$ cat src/design/sfwdg_pkg.sv
// sfwdg_pkg: constants shared by the software fault watchdog files
// assumes a single pclk domain at 20 MHz and an APB register port
package sfwdg_pkg;
	localparam logic [11:0] SFWDG_CTRL_OFFSET = 12'h00C; // watchdog_control
	localparam logic [11:0] SFWDG_OPT_OFFSET = 12'h010; // option and status
	localparam logic [11:0] SFWDG_HALT_OFFSET = 12'h014; // halt and wake strobes
	localparam int SFWDG_ACT_BIT = 7;
	localparam int SFWDG_TOP_BIT = 6;
	localparam logic [6:0] SFWDG_CNT_RESET = 7'h7F;
	localparam logic [6:0] SFWDG_CNT_TRIP = 7'h40;
	localparam int SFWDG_PRESCALE = 49152;
	localparam int SFWDG_WAKE_CYCLES = 4096;
	localparam int SFWDG_PULSE_NS = 500; // reset_pulse_length, plain default
	localparam int SFWDG_CLK_NS = 50;
	localparam int SFWDG_PULSE_CYCLES =
		(SFWDG_PULSE_NS + SFWDG_CLK_NS - 1) / SFWDG_CLK_NS;
	typedef enum logic [1:0] {SFWDG_RUN, SFWDG_HALT, SFWDG_WAKE}
		sfwdg_mode_t;
endpackage

$ cat src/design/sfwdg_tick_if.sv
// sfwdg_tick_if: count control between watchdog top and prescaler
// assumes both ends share pclk
`timescale 1ns/100ps
interface sfwdg_tick_if;
	logic run;
	logic tick;
	modport ctrl (output run, input tick);
	modport pres (input run, output tick);
endinterface

$ cat src/design/sfwdg_top.sv
// sfwdg_top: software fault watchdog with APB registers
// assumes chip reset loops back to presetn; options are static straps
//
// Contract
// - counter decrements once per 49,152 machine cycles, 64 steps usable
// - active and counter 40h to 3Fh starts a chip reset
// - watchdog reset drives reset pin low for a fixed pulse
// - counter runs whether or not watchdog is active
// - reset leaves watchdog inactive; writes cannot deactivate it
// - write with activate set and top bit clear resets at once
// - hardware option makes watchdog always active
// - wait mode has no effect on the watchdog
// - reset-on-halt option with active watchdog resets on halt
// - without that option halt freezes counter, no reset
// - wake by interrupt resumes counting after 4096 clocks
// - register: activate bit 7, counter bits 6:0, reset 0 and 7Fh
//
// The placing of the registers and the APB register port were decided locally.
`timescale 1ns/100ps
module sfwdg_top (
	// clock and reset
	input wire logic pclk,
	input wire logic presetn,
	// apb slave
	input wire logic psel,
	input wire logic penable,
	input wire logic pwrite,
	input wire logic [11:0] paddr,
	input wire logic [31:0] pwdata,
	output logic [31:0] prdata,
	output logic pready,
	output logic pslverr,
	// option straps and cpu events
	input wire logic opt_hw_watchdog,
	input wire logic opt_reset_on_halt,
	input wire logic cpu_wait,
	// reset pin, open drain
	input wire logic reset_pin_in,
	output logic reset_pin_out,
	output logic reset_pin_oe,
	output logic reset_request
);
	import sfwdg_pkg::*;

	sfwdg_tick_if tk ();

	logic [6:0] cnt_q, cnt_d;
	logic act_q;
	logic hw_q, roh_q;
	logic [1:0] strap_q;
	sfwdg_mode_t mode_q;
	logic [11:0] wake_q;
	logic [7:0] pulse_q;
	logic [31:0] prdata_q;
	logic rp_s1_q, rp_s2_q;
	logic wait_s1_q, wait_s2_q;

	// apb decode; slave answers in the access cycle with no wait
	wire acc_w = psel & penable;
	wire wr_w = acc_w & pwrite;
	wire rd_w = acc_w & ~pwrite;
	wire hit_ctrl_w = (paddr == SFWDG_CTRL_OFFSET);
	wire hit_opt_w = (paddr == SFWDG_OPT_OFFSET);
	wire hit_halt_w = (paddr == SFWDG_HALT_OFFSET);
	wire mapped_w = hit_ctrl_w | hit_opt_w | hit_halt_w;
	wire ctrl_wr_w = wr_w & hit_ctrl_w;
	wire halt_wr_w = wr_w & hit_halt_w;
	wire halt_req_w = halt_wr_w & pwdata[0];
	wire wake_req_w = halt_wr_w & pwdata[1];
	assign pready = 1'b1;
	assign pslverr = acc_w & ~mapped_w;

	// effective activation; straps ignore the software bit
	wire active_w = act_q | hw_q;
	wire new_act_w = act_q | (ctrl_wr_w & pwdata[SFWDG_ACT_BIT]);
	wire counting_w = (mode_q == SFWDG_RUN);
	assign tk.run = counting_w;
	wire roll_w = tk.tick & (cnt_q == SFWDG_CNT_TRIP);
	// software reset: activated write with top bit low
	wire sw_rst_w = ctrl_wr_w & (new_act_w | hw_q)
		& ~pwdata[SFWDG_TOP_BIT];
	wire halt_rst_w = halt_req_w & roh_q & active_w;
	wire fire_w = (active_w & roll_w) | sw_rst_w | halt_rst_w;
	wire pulsing_w = (pulse_q != 8'h00);

	sfwdg_prescaler #(.DIVIDE(SFWDG_PRESCALE)) u_pres (
		.pclk(pclk),
		.presetn(presetn),
		.tk(tk)
	);

	// counter next value; a write wins over a step
	always_comb begin
		cnt_d = cnt_q;
		if (ctrl_wr_w) begin
			cnt_d = pwdata[6:0];
		end else if (tk.tick) begin
			cnt_d = cnt_q - 7'h01;
		end
	end

	// straps sampled after release, not inside the reset branch
	always_ff @(posedge pclk or negedge presetn) begin
		if (!presetn) begin
			strap_q <= 2'h0;
			hw_q <= 1'b0;
			roh_q <= 1'b0;
		end else begin
			strap_q <= {opt_reset_on_halt, opt_hw_watchdog};
			hw_q <= strap_q[0];
			roh_q <= strap_q[1];
		end
	end

	// control register
	always_ff @(posedge pclk or negedge presetn) begin
		if (!presetn) begin
			cnt_q <= SFWDG_CNT_RESET;
			act_q <= 1'b0;
		end else begin
			cnt_q <= cnt_d;
			act_q <= new_act_w;
		end
	end

	// halt and wake sequence; wait input is deliberately unused here
	always_ff @(posedge pclk or negedge presetn) begin
		if (!presetn) begin
			mode_q <= SFWDG_RUN;
			wake_q <= 12'h000;
		end else begin
			unique case (mode_q)
			SFWDG_RUN: begin
				if (halt_req_w && !halt_rst_w) begin
					mode_q <= SFWDG_HALT;
				end
			end
			SFWDG_HALT: begin
				if (wake_req_w) begin
					mode_q <= SFWDG_WAKE;
					wake_q <= 12'h000;
				end
			end
			SFWDG_WAKE: begin
				wake_q <= wake_q + 12'h001;
				if (wake_q == 12'(SFWDG_WAKE_CYCLES - 1)) begin
					mode_q <= SFWDG_RUN;
				end
			end
			default: begin // unused code returns to counting
				mode_q <= SFWDG_RUN;
			end
			endcase
		end
	end

	// reset pulse; counted on pclk so it survives until the pin drops
	always_ff @(posedge pclk or negedge presetn) begin
		if (!presetn) begin
			pulse_q <= 8'h00;
		end else if (fire_w && !pulsing_w) begin
			pulse_q <= 8'(SFWDG_PULSE_CYCLES);
		end else if (pulsing_w) begin
			pulse_q <= pulse_q - 8'h01;
		end
	end
	assign reset_pin_out = 1'b0;
	assign reset_pin_oe = pulsing_w;
	assign reset_request = pulsing_w;

	// pin level is read back through two flops for status only
	always_ff @(posedge pclk or negedge presetn) begin
		if (!presetn) begin
			rp_s1_q <= 1'b1;
			rp_s2_q <= 1'b1;
			wait_s1_q <= 1'b0;
			wait_s2_q <= 1'b0;
		end else begin
			rp_s1_q <= reset_pin_in;
			rp_s2_q <= rp_s1_q;
			wait_s1_q <= cpu_wait; // reported only, never gates
			wait_s2_q <= wait_s1_q;
		end
	end

	// read data registered for the next access
	wire [31:0] rd_ctrl_w = {24'h000000, act_q, cnt_q};
	wire [31:0] rd_opt_w = {26'h0000000, wait_s2_q, rp_s2_q, mode_q, roh_q,
		hw_q};
	wire [31:0] rd_mux_w = hit_ctrl_w ? rd_ctrl_w :
		hit_opt_w ? rd_opt_w : 32'h00000000;
	always_ff @(posedge pclk or negedge presetn) begin
		if (!presetn) begin
			prdata_q <= 32'h00000000;
		end else if (psel && !penable && !pwrite) begin
			prdata_q <= rd_mux_w;
		end
	end
	assign prdata = prdata_q;

	// independent count of wake cycles, so the resume check does not
	// lean on the sequencer's own counter
	logic [12:0] wake_seen_q;
	always_ff @(posedge pclk or negedge presetn) begin
		if (!presetn) begin
			wake_seen_q <= 13'h0000;
		end else if (mode_q == SFWDG_WAKE) begin
			wake_seen_q <= wake_seen_q + 13'h0001;
		end else begin
			wake_seen_q <= 13'h0000;
		end
	end

	// counter and activation state
	a_act_sticky: assert property (
		@(posedge pclk) disable iff (!presetn)
		$past(act_q) |-> act_q)
		else $error("activation bit cleared without reset");
	a_act_set: assert property (
		@(posedge pclk) disable iff (!presetn)
		(ctrl_wr_w && pwdata[SFWDG_ACT_BIT]) |=> act_q)
		else $error("activation write did not set the bit");
	a_act_idle: assert property (
		@(posedge pclk) disable iff (!presetn)
		(!act_q && !(ctrl_wr_w && pwdata[SFWDG_ACT_BIT])) |=> !act_q)
		else $error("activation set without a write");
	a_step_dec: assert property (
		@(posedge pclk) disable iff (!presetn)
		(tk.tick && !ctrl_wr_w) |=> cnt_q == $past(cnt_q) - 7'h01)
		else $error("counter did not step down");
	a_write_load: assert property (
		@(posedge pclk) disable iff (!presetn)
		ctrl_wr_w |=> cnt_q == $past(pwdata[6:0]))
		else $error("write did not load counter");
	a_read_ctrl: assert property (
		@(posedge pclk) disable iff (!presetn)
		(psel && !penable && !pwrite && hit_ctrl_w) |=>
		prdata == {24'h000000, $past(act_q), $past(cnt_q)})
		else $error("control read data wrong");

	// reset generation
	a_roll_reset: assert property (
		@(posedge pclk) disable iff (!presetn)
		(act_q && tk.tick && cnt_q == SFWDG_CNT_TRIP && !pulsing_w)
		|=> reset_pin_oe)
		else $error("no reset on 40h to 3Fh roll");
	a_hw_active: assert property (
		@(posedge pclk) disable iff (!presetn)
		(hw_q && tk.tick && cnt_q == SFWDG_CNT_TRIP && !pulsing_w)
		|=> reset_request)
		else $error("hardware option roll did not reset");
	a_sw_reset: assert property (
		@(posedge pclk) disable iff (!presetn)
		(sw_rst_w && !pulsing_w) |=> reset_pin_oe ##1 reset_pin_oe)
		else $error("software reset missing");
	a_halt_reset: assert property (
		@(posedge pclk) disable iff (!presetn)
		(halt_req_w && roh_q && active_w && !pulsing_w) |=> reset_request)
		else $error("halt did not reset");
	a_pulse_hold: assert property (
		@(posedge pclk) disable iff (!presetn)
		$rose(reset_pin_oe) |-> reset_pin_oe [*8])
		else $error("reset pulse too short");
	a_pulse_end: assert property (
		@(posedge pclk) disable iff (!presetn)
		$fell(reset_request) |-> $past(pulse_q) == 8'h01)
		else $error("reset pulse ended early");
	a_pulse_cause: assert property (
		@(posedge pclk) disable iff (!presetn)
		$rose(reset_request) |-> $past(fire_w))
		else $error("reset request without a cause");
	a_no_spurious: assert property (
		@(posedge pclk) disable iff (!presetn)
		(!fire_w && !pulsing_w) |=> !reset_request)
		else $error("reset request raised while idle");

	// halt and wake
	a_halt_enter: assert property (
		@(posedge pclk) disable iff (!presetn)
		(halt_req_w && mode_q == SFWDG_RUN && !(roh_q && (act_q || hw_q)))
		|=> mode_q == SFWDG_HALT)
		else $error("halt not entered");
	a_halt_refused: assert property (
		@(posedge pclk) disable iff (!presetn)
		(halt_req_w && mode_q == SFWDG_RUN && roh_q && (act_q || hw_q))
		|=> mode_q == SFWDG_RUN)
		else $error("halt entered although it must reset");
	a_halt_hold: assert property (
		@(posedge pclk) disable iff (!presetn)
		(mode_q == SFWDG_HALT && !wake_req_w) |=> mode_q == SFWDG_HALT)
		else $error("halt left without a wake");
	a_halt_freeze: assert property (
		@(posedge pclk) disable iff (!presetn)
		(mode_q != SFWDG_RUN && !ctrl_wr_w) |=> cnt_q == $past(cnt_q))
		else $error("counter stepped during halt or wake");
	a_wake_exit: assert property (
		@(posedge pclk) disable iff (!presetn)
		(mode_q == SFWDG_HALT && wake_req_w) |=> mode_q == SFWDG_WAKE)
		else $error("wake request ignored");
	a_wake_delay: assert property (
		@(posedge pclk) disable iff (!presetn)
		$rose(mode_q == SFWDG_WAKE) |-> !counting_w [*8])
		else $error("counting resumed early");
	a_wake_length: assert property (
		@(posedge pclk) disable iff (!presetn)
		(mode_q == SFWDG_WAKE) |=> counting_w ==
		($past(wake_seen_q) == 13'(SFWDG_WAKE_CYCLES - 1)))
		else $error("wake delay length wrong");
endmodule

$ cat src/design/sfwdg_prescaler.sv
// sfwdg_prescaler: divides pclk machine cycles down to counter steps
// assumes run from the top; holds its count while run is low
`timescale 1ns/100ps
module sfwdg_prescaler #(
	parameter int DIVIDE = sfwdg_pkg::SFWDG_PRESCALE
) (
	// clock and reset
	input wire logic pclk,
	input wire logic presetn,
	// step control
	sfwdg_tick_if.pres tk
);
	import sfwdg_pkg::*;
	logic [16:0] cnt_q;
	wire last_w = (cnt_q == 17'(DIVIDE - 1));
	// frozen count resumes where it stopped, never restarts a step
	always_ff @(posedge pclk or negedge presetn) begin
		if (!presetn) begin
			cnt_q <= 17'h00000;
		end else if (tk.run) begin
			cnt_q <= last_w ? 17'h00000 : cnt_q + 17'h00001;
		end
	end
	assign tk.tick = tk.run & last_w;
endmodule

$ cat config.mk
export PLATFORM = sky130hd
export DESIGN_NAME = sfwdg_top
export DESIGN_NICKNAME = d
export VERILOG_FILES = /design/src/design/sfwdg_pkg.sv /design/src/design/sfwdg_tick_if.sv /design/src/design/sfwdg_top.sv /design/src/design/sfwdg_prescaler.sv
export SDC_FILE = /design/constraint.sdc
export NUM_CORES = 1
export LEC_CHECK = 0
export BUFFER_PORTS_ARGS = -buffer_cell sky130_fd_sc_hd__buf_2
export CORE_UTILIZATION = 40
export CTS_CLUSTER_DIAMETER = 60
export DETAILED_ROUTE_END_ITERATION = 16
export PLACE_DENSITY = 0.63
export SLEW_MARGIN = 20
export SYNTH_ARGS = -nofsm -noshare
export SYNTH_HDL_FRONTEND = slang
export SYNTH_SLANG_ARGS = --single-unit
export TNS_END_PERCENT = 5
$ cat constraint.sdc
create_clock -name pclk -period 2.5 [get_ports pclk]
set_clock_uncertainty 0.1 [all_clocks]
set_input_delay 0 -clock pclk [delete_from_list [all_inputs] [get_ports pclk]]
set_output_delay 0 -clock pclk [all_outputs]
set_load 0.01 [all_outputs]
* After elaboration in Yosys (flattened, before gate mapping)
Cells that the tools add are included.
Widths: inputs -> output; s select.
** Cells by class
- Add/subtract/negate cells :: 4
- Reductions and logical operators :: 15
- Equality and inequality tests :: 11
- Bitwise operators :: 24
- Multiplexer cells :: 13
** Operator list (count)
- $eq 12x5->1 const B :: 2
- $mux 8 :: 3
- $pmux 12 s2 :: 1
- $add 17x1->17 const B :: 1
- $eq 17x16->1 const B :: 1
- $mux 17 :: 1
- $and 1x1->1 :: 15
- $mux 7 :: 2
- $add 12x1->12 const B :: 1
- $eq 12x12->1 const B :: 1
- $eq 12x4->1 const B :: 1
- $mux 12 :: 1
- $reduce_bool 8->1 :: 1
- $sub 8x1->8 const B :: 1
- $eq 7x7->1 const B :: 1
- $or 1x1->1 :: 7
- $sub 7x1->7 const B :: 1
- $mux 2 :: 3
- $mux 6 :: 1
- $ne 2x2->1 const B :: 3
- $pmux 2 s3 :: 1
- $reduce_bool 2->1 :: 3
- $logic_and 1x1->1 :: 4
- $logic_not 1->1 :: 4
- other kinds (6) :: 7
** Word-level totals
- Register bits after elaboration :: 87
- Logic and storage cells :: 81
- Input bits :: 53
- Output and inout port bits :: 37

* Logic depth before layout (Yosys ltp)
- Word-level depth :: 12
- Gate-level depth with buffers :: 7
- Mapped depth without buffers :: 7

* Modules after synthesis
Synthesis repeated with hierarchy kept, for this count alone.
** Unflattened totals
- Cell total of the unflattened synthesis :: 316
- Area, all modules :: 3331.9 um^2
** By module, submodules not included
- sfwdg_top :: cells each 234, area each 2468.6 um^2, instances 1, sequential area each 1162.4 um^2
- sfwdg_prescaler :: cells each 82, area each 863.3 um^2, instances 1, sequential area each 425.4 um^2

* Least setup slack after synthesis
Ideal clock, no wire load.
- Path kind :: reg2reg
- Start :: register pulse_q[0]
- End :: register pulse_q[0]
- Data required time :: 2.290 ns
- Library setup time :: 0.110 ns
- Stages on the path, launching flop included :: 7
- Data arrival time :: 1.783 ns
- Clock period less this slack :: 1.994 ns
- Buffers on the path :: 0
- Path slack :: 0.506 ns
- Cells stage by stage :: dfrtp_1 inv_1 ha_1 or4b_1 nor2b_1 inv_2 o41ai_1
** On the way
- Longest elaborated chain between the ends :: 4
- Elaborated cells between the ends (all ways) :: 7
- Those cells by class :: add/sub (1); mux (2); reduce/logical (4)
** Ends and longest elaborated chain
- start: declaration :: RTL line sfwdg_top.sv:53 : logic [7:0] pulse_q;
- start signal: assignment :: RTL line sfwdg_top.sv:162 : pulse_q <= 8'(SFWDG_PULSE_CYCLES);
- start signal: assignment :: RTL line sfwdg_top.sv:164 : pulse_q <= pulse_q - 8'h01;
- $reduce_bool 8->1 * :: RTL line sfwdg_top.sv:84 : wire pulsing_w = (pulse_q != 8'h00);
- named net reset_pin_oe :: RTL line sfwdg_top.sv:40 : output logic reset_pin_oe,
- $logic_not 1->1 :: RTL line sfwdg_top.sv:161 : end else if (fire_w && !pulsing_w) begin
- $logic_and 1x1->1 :: RTL line sfwdg_top.sv:161
- $mux 8 or $reduce_bool 2->1 (tied branches)
The timed path passes the listed nets; every way through them passes the cells marked *. The select of a mux whose other input is x is not followed.
A chain may end at the register's enable or synchronous reset.

* Worst setup path in the final report
- Start :: register pulse_q[0]
- End :: output port reset_request
** On the way
- Longest elaborated chain between the ends :: 1
** Ends and longest elaborated chain
- $reduce_bool 8->1 :: RTL line sfwdg_top.sv:84
- end: declaration :: RTL line sfwdg_top.sv:41 : output logic reset_request
Every way passes these cells.

==> metrics list <==
- The run finished with clean final reports.
* Die height: 92.7 um
- Cell-by-cell listing of the critical path: inv_1 -> ha_1 -> or4b_1 -> nor2b_1 -> inv_2 -> buf_2
- PD cells: 617 mW/mm2
* Cell Count Post-Placement: 479
- Cell internal power dissipation: 1.72 mW
* Number of global-route vias before repair: 2378
- Once routing completed, OpenROAD measured the worst setup slack at 0.245 ns.
* Cell type contributing the most total cell area after synthesis: sky130_fd_sc_hd__dfrtp_1
* Setup slack, reg-to-reg: 0.32 ns
- Switch share: 0.279
- The count of cells in the finished layout, fillers not included, comes to 508.
* Via/cell ratio: 4.98
- Of the cells placed in the final design, the portion with a size suffix greater than 1 is 0.209.
* Buffering stage count on the worst path with inverters included: 3
- Dividing the detail-routed wire length by the instance count gives 12.7 um.
- VDD sags by at most 0.357 mV.
* Post-detailed-routing wire length: 6.43 mm
- The slowest stage of the critical path belongs to the cell sky130_fd_sc_hd__or4b_1.
* Global-route wire length before repair: 11.1 mm
- Number of clock sinks: 63
- The startpoint identified for the worst hold timing path is pwrite.
- Static Leakage: 1.72 nW
- Source-to-sink clock delay at the later pin of the worst-skew pair: 0.35 ns
* Count of unresolved DRC violations after routing: 0
* Fin. Hold Viols: 0
- A synthesized cell averages 9.63 um2.
- Post-synth EDFFs: 0
- The clock passes through at most 2 buffers.
- Max-slew violation total from the final report: 0
* Synth Cell Area: 0.00329 mm2
- Remaining antenna violation count: 0
* Achievable Freq: 443 MHz
- Counting cells, the worst reg-to-reg path comes to 6.
- Beginning of the worst register-to-register path: pulse_q[0]$_DFFE_PN0P_
- Clk network pwr share: 0.374
* Min Clock Period, post-route: 2.25 ns
- Number of DRC violations after detailed-routing iteration 0: 103
- In this run the worst setup path begins at pulse_q[0]$_DFFE_PN0P_.
* Data arrival at the endpoint of the critical path: 2.15 ns
- Measured slew at the worst slew-check pin: 0.740 ns
- CTS clock-pin slew for the worst setup and hold paths: 0.08 ns
- Pin placement for this block handled 90 I/O pins.
- STA puts the critical path data required time at 2.40 ns.
* Count of buffers added by post-CTS timing repair for setup: 0
- In this design, the stage delay of the slowest critical-path cell is 0.54 ns.
- Largest driver fanout on the critical path: 7
* Number of CTS-inserted buffers: 9
- Critical Path End: reset_request
* Combinational group share of total power: 0.135
- Setup repair after global routing missed its margin: no
* # port buffers: 39
- The synthesized design contains 63 register bits.
- Relative contribution of sequential cells to total power: 0.491
- Across all layers, the routed design uses 2529 vias.
- Relative to the synthesized area, the layout overhead comes to 17.3%.
- Across the run, the number of max-cap violations was 0.
* Switching power: 0.665 mW
- In the synthesized netlist the async set-or-reset flop fraction comes to 1.00.
- All-layer global routing usage: 0.165
- Period utilization: 0.902
- The endpoint identified for the worst register-to-register timing path is pulse_q[0]$_DFFE_PN0P_.
- Net total in the final layout: 458
* Final antenna diode count: 0
* Core area: 0.00785 mm2
- Half-perimeter wire length after placement: 4.40 mm
* Most common flop cell mapped by yosys: sky130_fd_sc_hd__dfrtp_1
- OpenSTA, run right after detailed placement, puts the worst setup slack at 0.342 ns.
- For this run, the number of Yosys warnings is 0.
- Critical path launch point type: register
- Post-synth top area share: 0.410
- In this run the core area contains 32 standard-cell rows.
- Sort of element at the end of the critical path: output pin
- Root buffer cell: sky130_fd_sc_hd__clkbuf_8
* Cell count after synthesis: 342
- Cells taking the most area after synthesis: sky130_fd_sc_hd__dfrtp_1 (41%), sky130_fd_sc_hd__dfstp_2 (7.2%), sky130_fd_sc_hd__buf_4 (6.2%), sky130_fd_sc_hd__nand2_1 (4.8%), sky130_fd_sc_hd__nand3_1 (3.5%)
- After synthesis, the netlist uses 50 different library cells.
* Critical Path Stages: 6
- Setup TNS: 0 ns
- Die X: 92.7 um
* Family with the most delay on the worst path: simple AND/OR/NAND/NOR gates
- The initial antenna violation count was 0.
- Starting density of the core: 0.419
* Setup violation total in the final timing report: 0
- Pin count of the biggest net entering global routing: 33
- The share of the Yosys chip area taken by registers is 0.482.
- The congestion estimate from routability-driven global placement came to 0.761.
- Number of iterations in the first detailed-routing pass: 4
- Tightest slew margin relative to the limit: 0.507
- The worst setup path is of the register to output pin kind.
- Die Area: 0.00860 mm2
- Global routing finished with a remaining overflow of 0.
* Level count of the clock H-tree: 3
- Clock tree from TritonCTS: done
* Path category of the worst min-delay check: input pin to register
final cells by class:
class / instances / area [um2]
fill: 762 / 3990
timing repair buffer: 58 / 383
sequential: 63 / 1590
tap: 102 / 128
multi-input combinational: 258 / 1520
clock buffer: 10 / 128
clock inverter: 6 / 71.3
inverter: 11 / 41.3
state kept, by name, indices dropped and copies added (netlist names):
name	count
wait_s1_q	1
pulse_q	8
act_q	1
prdata	8
hw_q	1
rp_s1_q	1
rp_s2_q	1
strap_q	2
mode_q	2
wake_q	12
roh_q	1
u_pres.cnt_q	17
cnt_q	7
wait_s2_q	1
worst min-delay path: stages:
cell and delay [ns]:
sky130_fd_sc_hd__buf_2 0.08, sky130_fd_sc_hd__nor3b_1 0.04, sky130_fd_sc_hd__buf_4 0.18, sky130_fd_sc_hd__a31oi_1 0.13
through the flow:
step | cell area (um2) | util | power (mW) | hold slack (ns)
6_report | 3860 | 0.492 | 2.38 | 0.0306
5_1_grt | 3860 | 0.492 | 2.50 | 0.0515
3_5_place_dp | 3530 | 0.450 | 1.50 | 0.00687
3_3_place_gp | 3530 | 0.450 | 1.48 | 0.00686
2_1_floorplan | 3380 | - | 1.42 | -0.396
4_1_cts | 3860 | 0.492 | 2.40 | 0.0208
cells in the final DEF (no fill, tap or decap), types with 9 or more instances in the layout:
| cell type | count |
|---|---|
| sky130_fd_sc_hd__o21ai_0 | 11 |
| sky130_fd_sc_hd__dlygate4sd3_1 | 13 |
| sky130_fd_sc_hd__buf_2 | 39 |
| sky130_fd_sc_hd__dfrtp_1 | 54 |
| sky130_fd_sc_hd__nor2_1 | 28 |
| sky130_fd_sc_hd__inv_1 | 10 |
| sky130_fd_sc_hd__a21oi_1 | 11 |
| sky130_fd_sc_hd__clkbuf_8 | 9 |
| sky130_fd_sc_hd__nand3_1 | 23 |
| sky130_fd_sc_hd__nand2_1 | 42 |
| sky130_fd_sc_hd__conb_1 | 26 |
| sky130_fd_sc_hd__dfstp_2 | 9 |
| sky130_fd_sc_hd__xnor2_1 | 10 |
kinds of logic (layout without fill, tap and decap cells):
kind of cell	after synthesis	count (layout)	synth area share
xor+xnor	18	18	0.0479
simple gates	154	154	0.256
fa+ha+maj	4	4	0.0152
compound gates	46	46	0.0829
other cells	2	26	0.00228
flops	63	63	0.482
mux	10	10	0.0312
buf+inv	45	85	0.0825
layer usage:
layer | global-route usage | vias up | share of wire
met3 | 0.0386 | 11 | 0.037
met5 | 0 | - | 0
met2 | 0.256 | 55 | 0.45
met4 | 0.0615 | 0 | 0.016
met1 | 0.224 | 1203 | 0.50
li1 | - | 1260 | -
worst min path at each step:
stage | endpoint | slack (ns) | cells past startpoint
after global placement | rp_s1_q$_DFF_PN1_ | 0.007 | 1
after global routing | prdata[4]$_DFFE_PN0P_ | 0.05 | 4
after detailed placement | rp_s1_q$_DFF_PN1_ | 0.007 | 1
after floorplan | act_q$_DFF_PN0_ | -0.40 | 0
after CTS | prdata[0]$_DFFE_PN0P_ | 0.02 | 5
final | prdata[4]$_DFFE_PN0P_ | 0.03 | 4
power groups by stage:
stage               clock network, mW  registers [mW]  logic (mW)
floorplan                           0            1.18       0.233
global placement                    0            1.19       0.298
detailed placement                  0            1.19       0.307
CTS                             0.909            1.17       0.325
global route                    0.952            1.18       0.368
finish                          0.891            1.17       0.321
synthesized netlist by cell type (2+ instances only):
library cell / n
sky130_fd_sc_hd__nand4_2: 2
sky130_fd_sc_hd__nand3b_1: 3
sky130_fd_sc_hd__buf_4: 27
sky130_fd_sc_hd__nor2_1: 28
sky130_fd_sc_hd__mux2i_1: 8
sky130_fd_sc_hd__and2_1: 3
sky130_fd_sc_hd__or3_1: 7
sky130_fd_sc_hd__dfrtp_1: 54
sky130_fd_sc_hd__nor2b_1: 3
sky130_fd_sc_hd__nand4_1: 8
sky130_fd_sc_hd__xor2_1: 8
sky130_fd_sc_hd__conb_1: 2
sky130_fd_sc_hd__clkbuf_1: 6
sky130_fd_sc_hd__nand2b_1: 3
sky130_fd_sc_hd__nand2_1: 42
sky130_fd_sc_hd__ha_1: 4
sky130_fd_sc_hd__and4_1: 2
sky130_fd_sc_hd__inv_1: 10
sky130_fd_sc_hd__nor4_2: 4
sky130_fd_sc_hd__or2_2: 2
sky130_fd_sc_hd__or4_4: 2
sky130_fd_sc_hd__o21ai_0: 11
sky130_fd_sc_hd__a21oi_1: 11
sky130_fd_sc_hd__o21ai_1: 7
sky130_fd_sc_hd__nor3_1: 8
sky130_fd_sc_hd__o31ai_1: 3
sky130_fd_sc_hd__dfstp_2: 9
sky130_fd_sc_hd__nand3_1: 23
sky130_fd_sc_hd__and3_1: 5
sky130_fd_sc_hd__xnor2_1: 10
sky130_fd_sc_hd__a31oi_1: 8
timing repair:
action / in CTS / in global routing
endpoints found under the hold margin: 37 / 0
gates resized for setup: 0 / 0
hold buffers: 13 / 0
(Power assumes the default switching activity.)
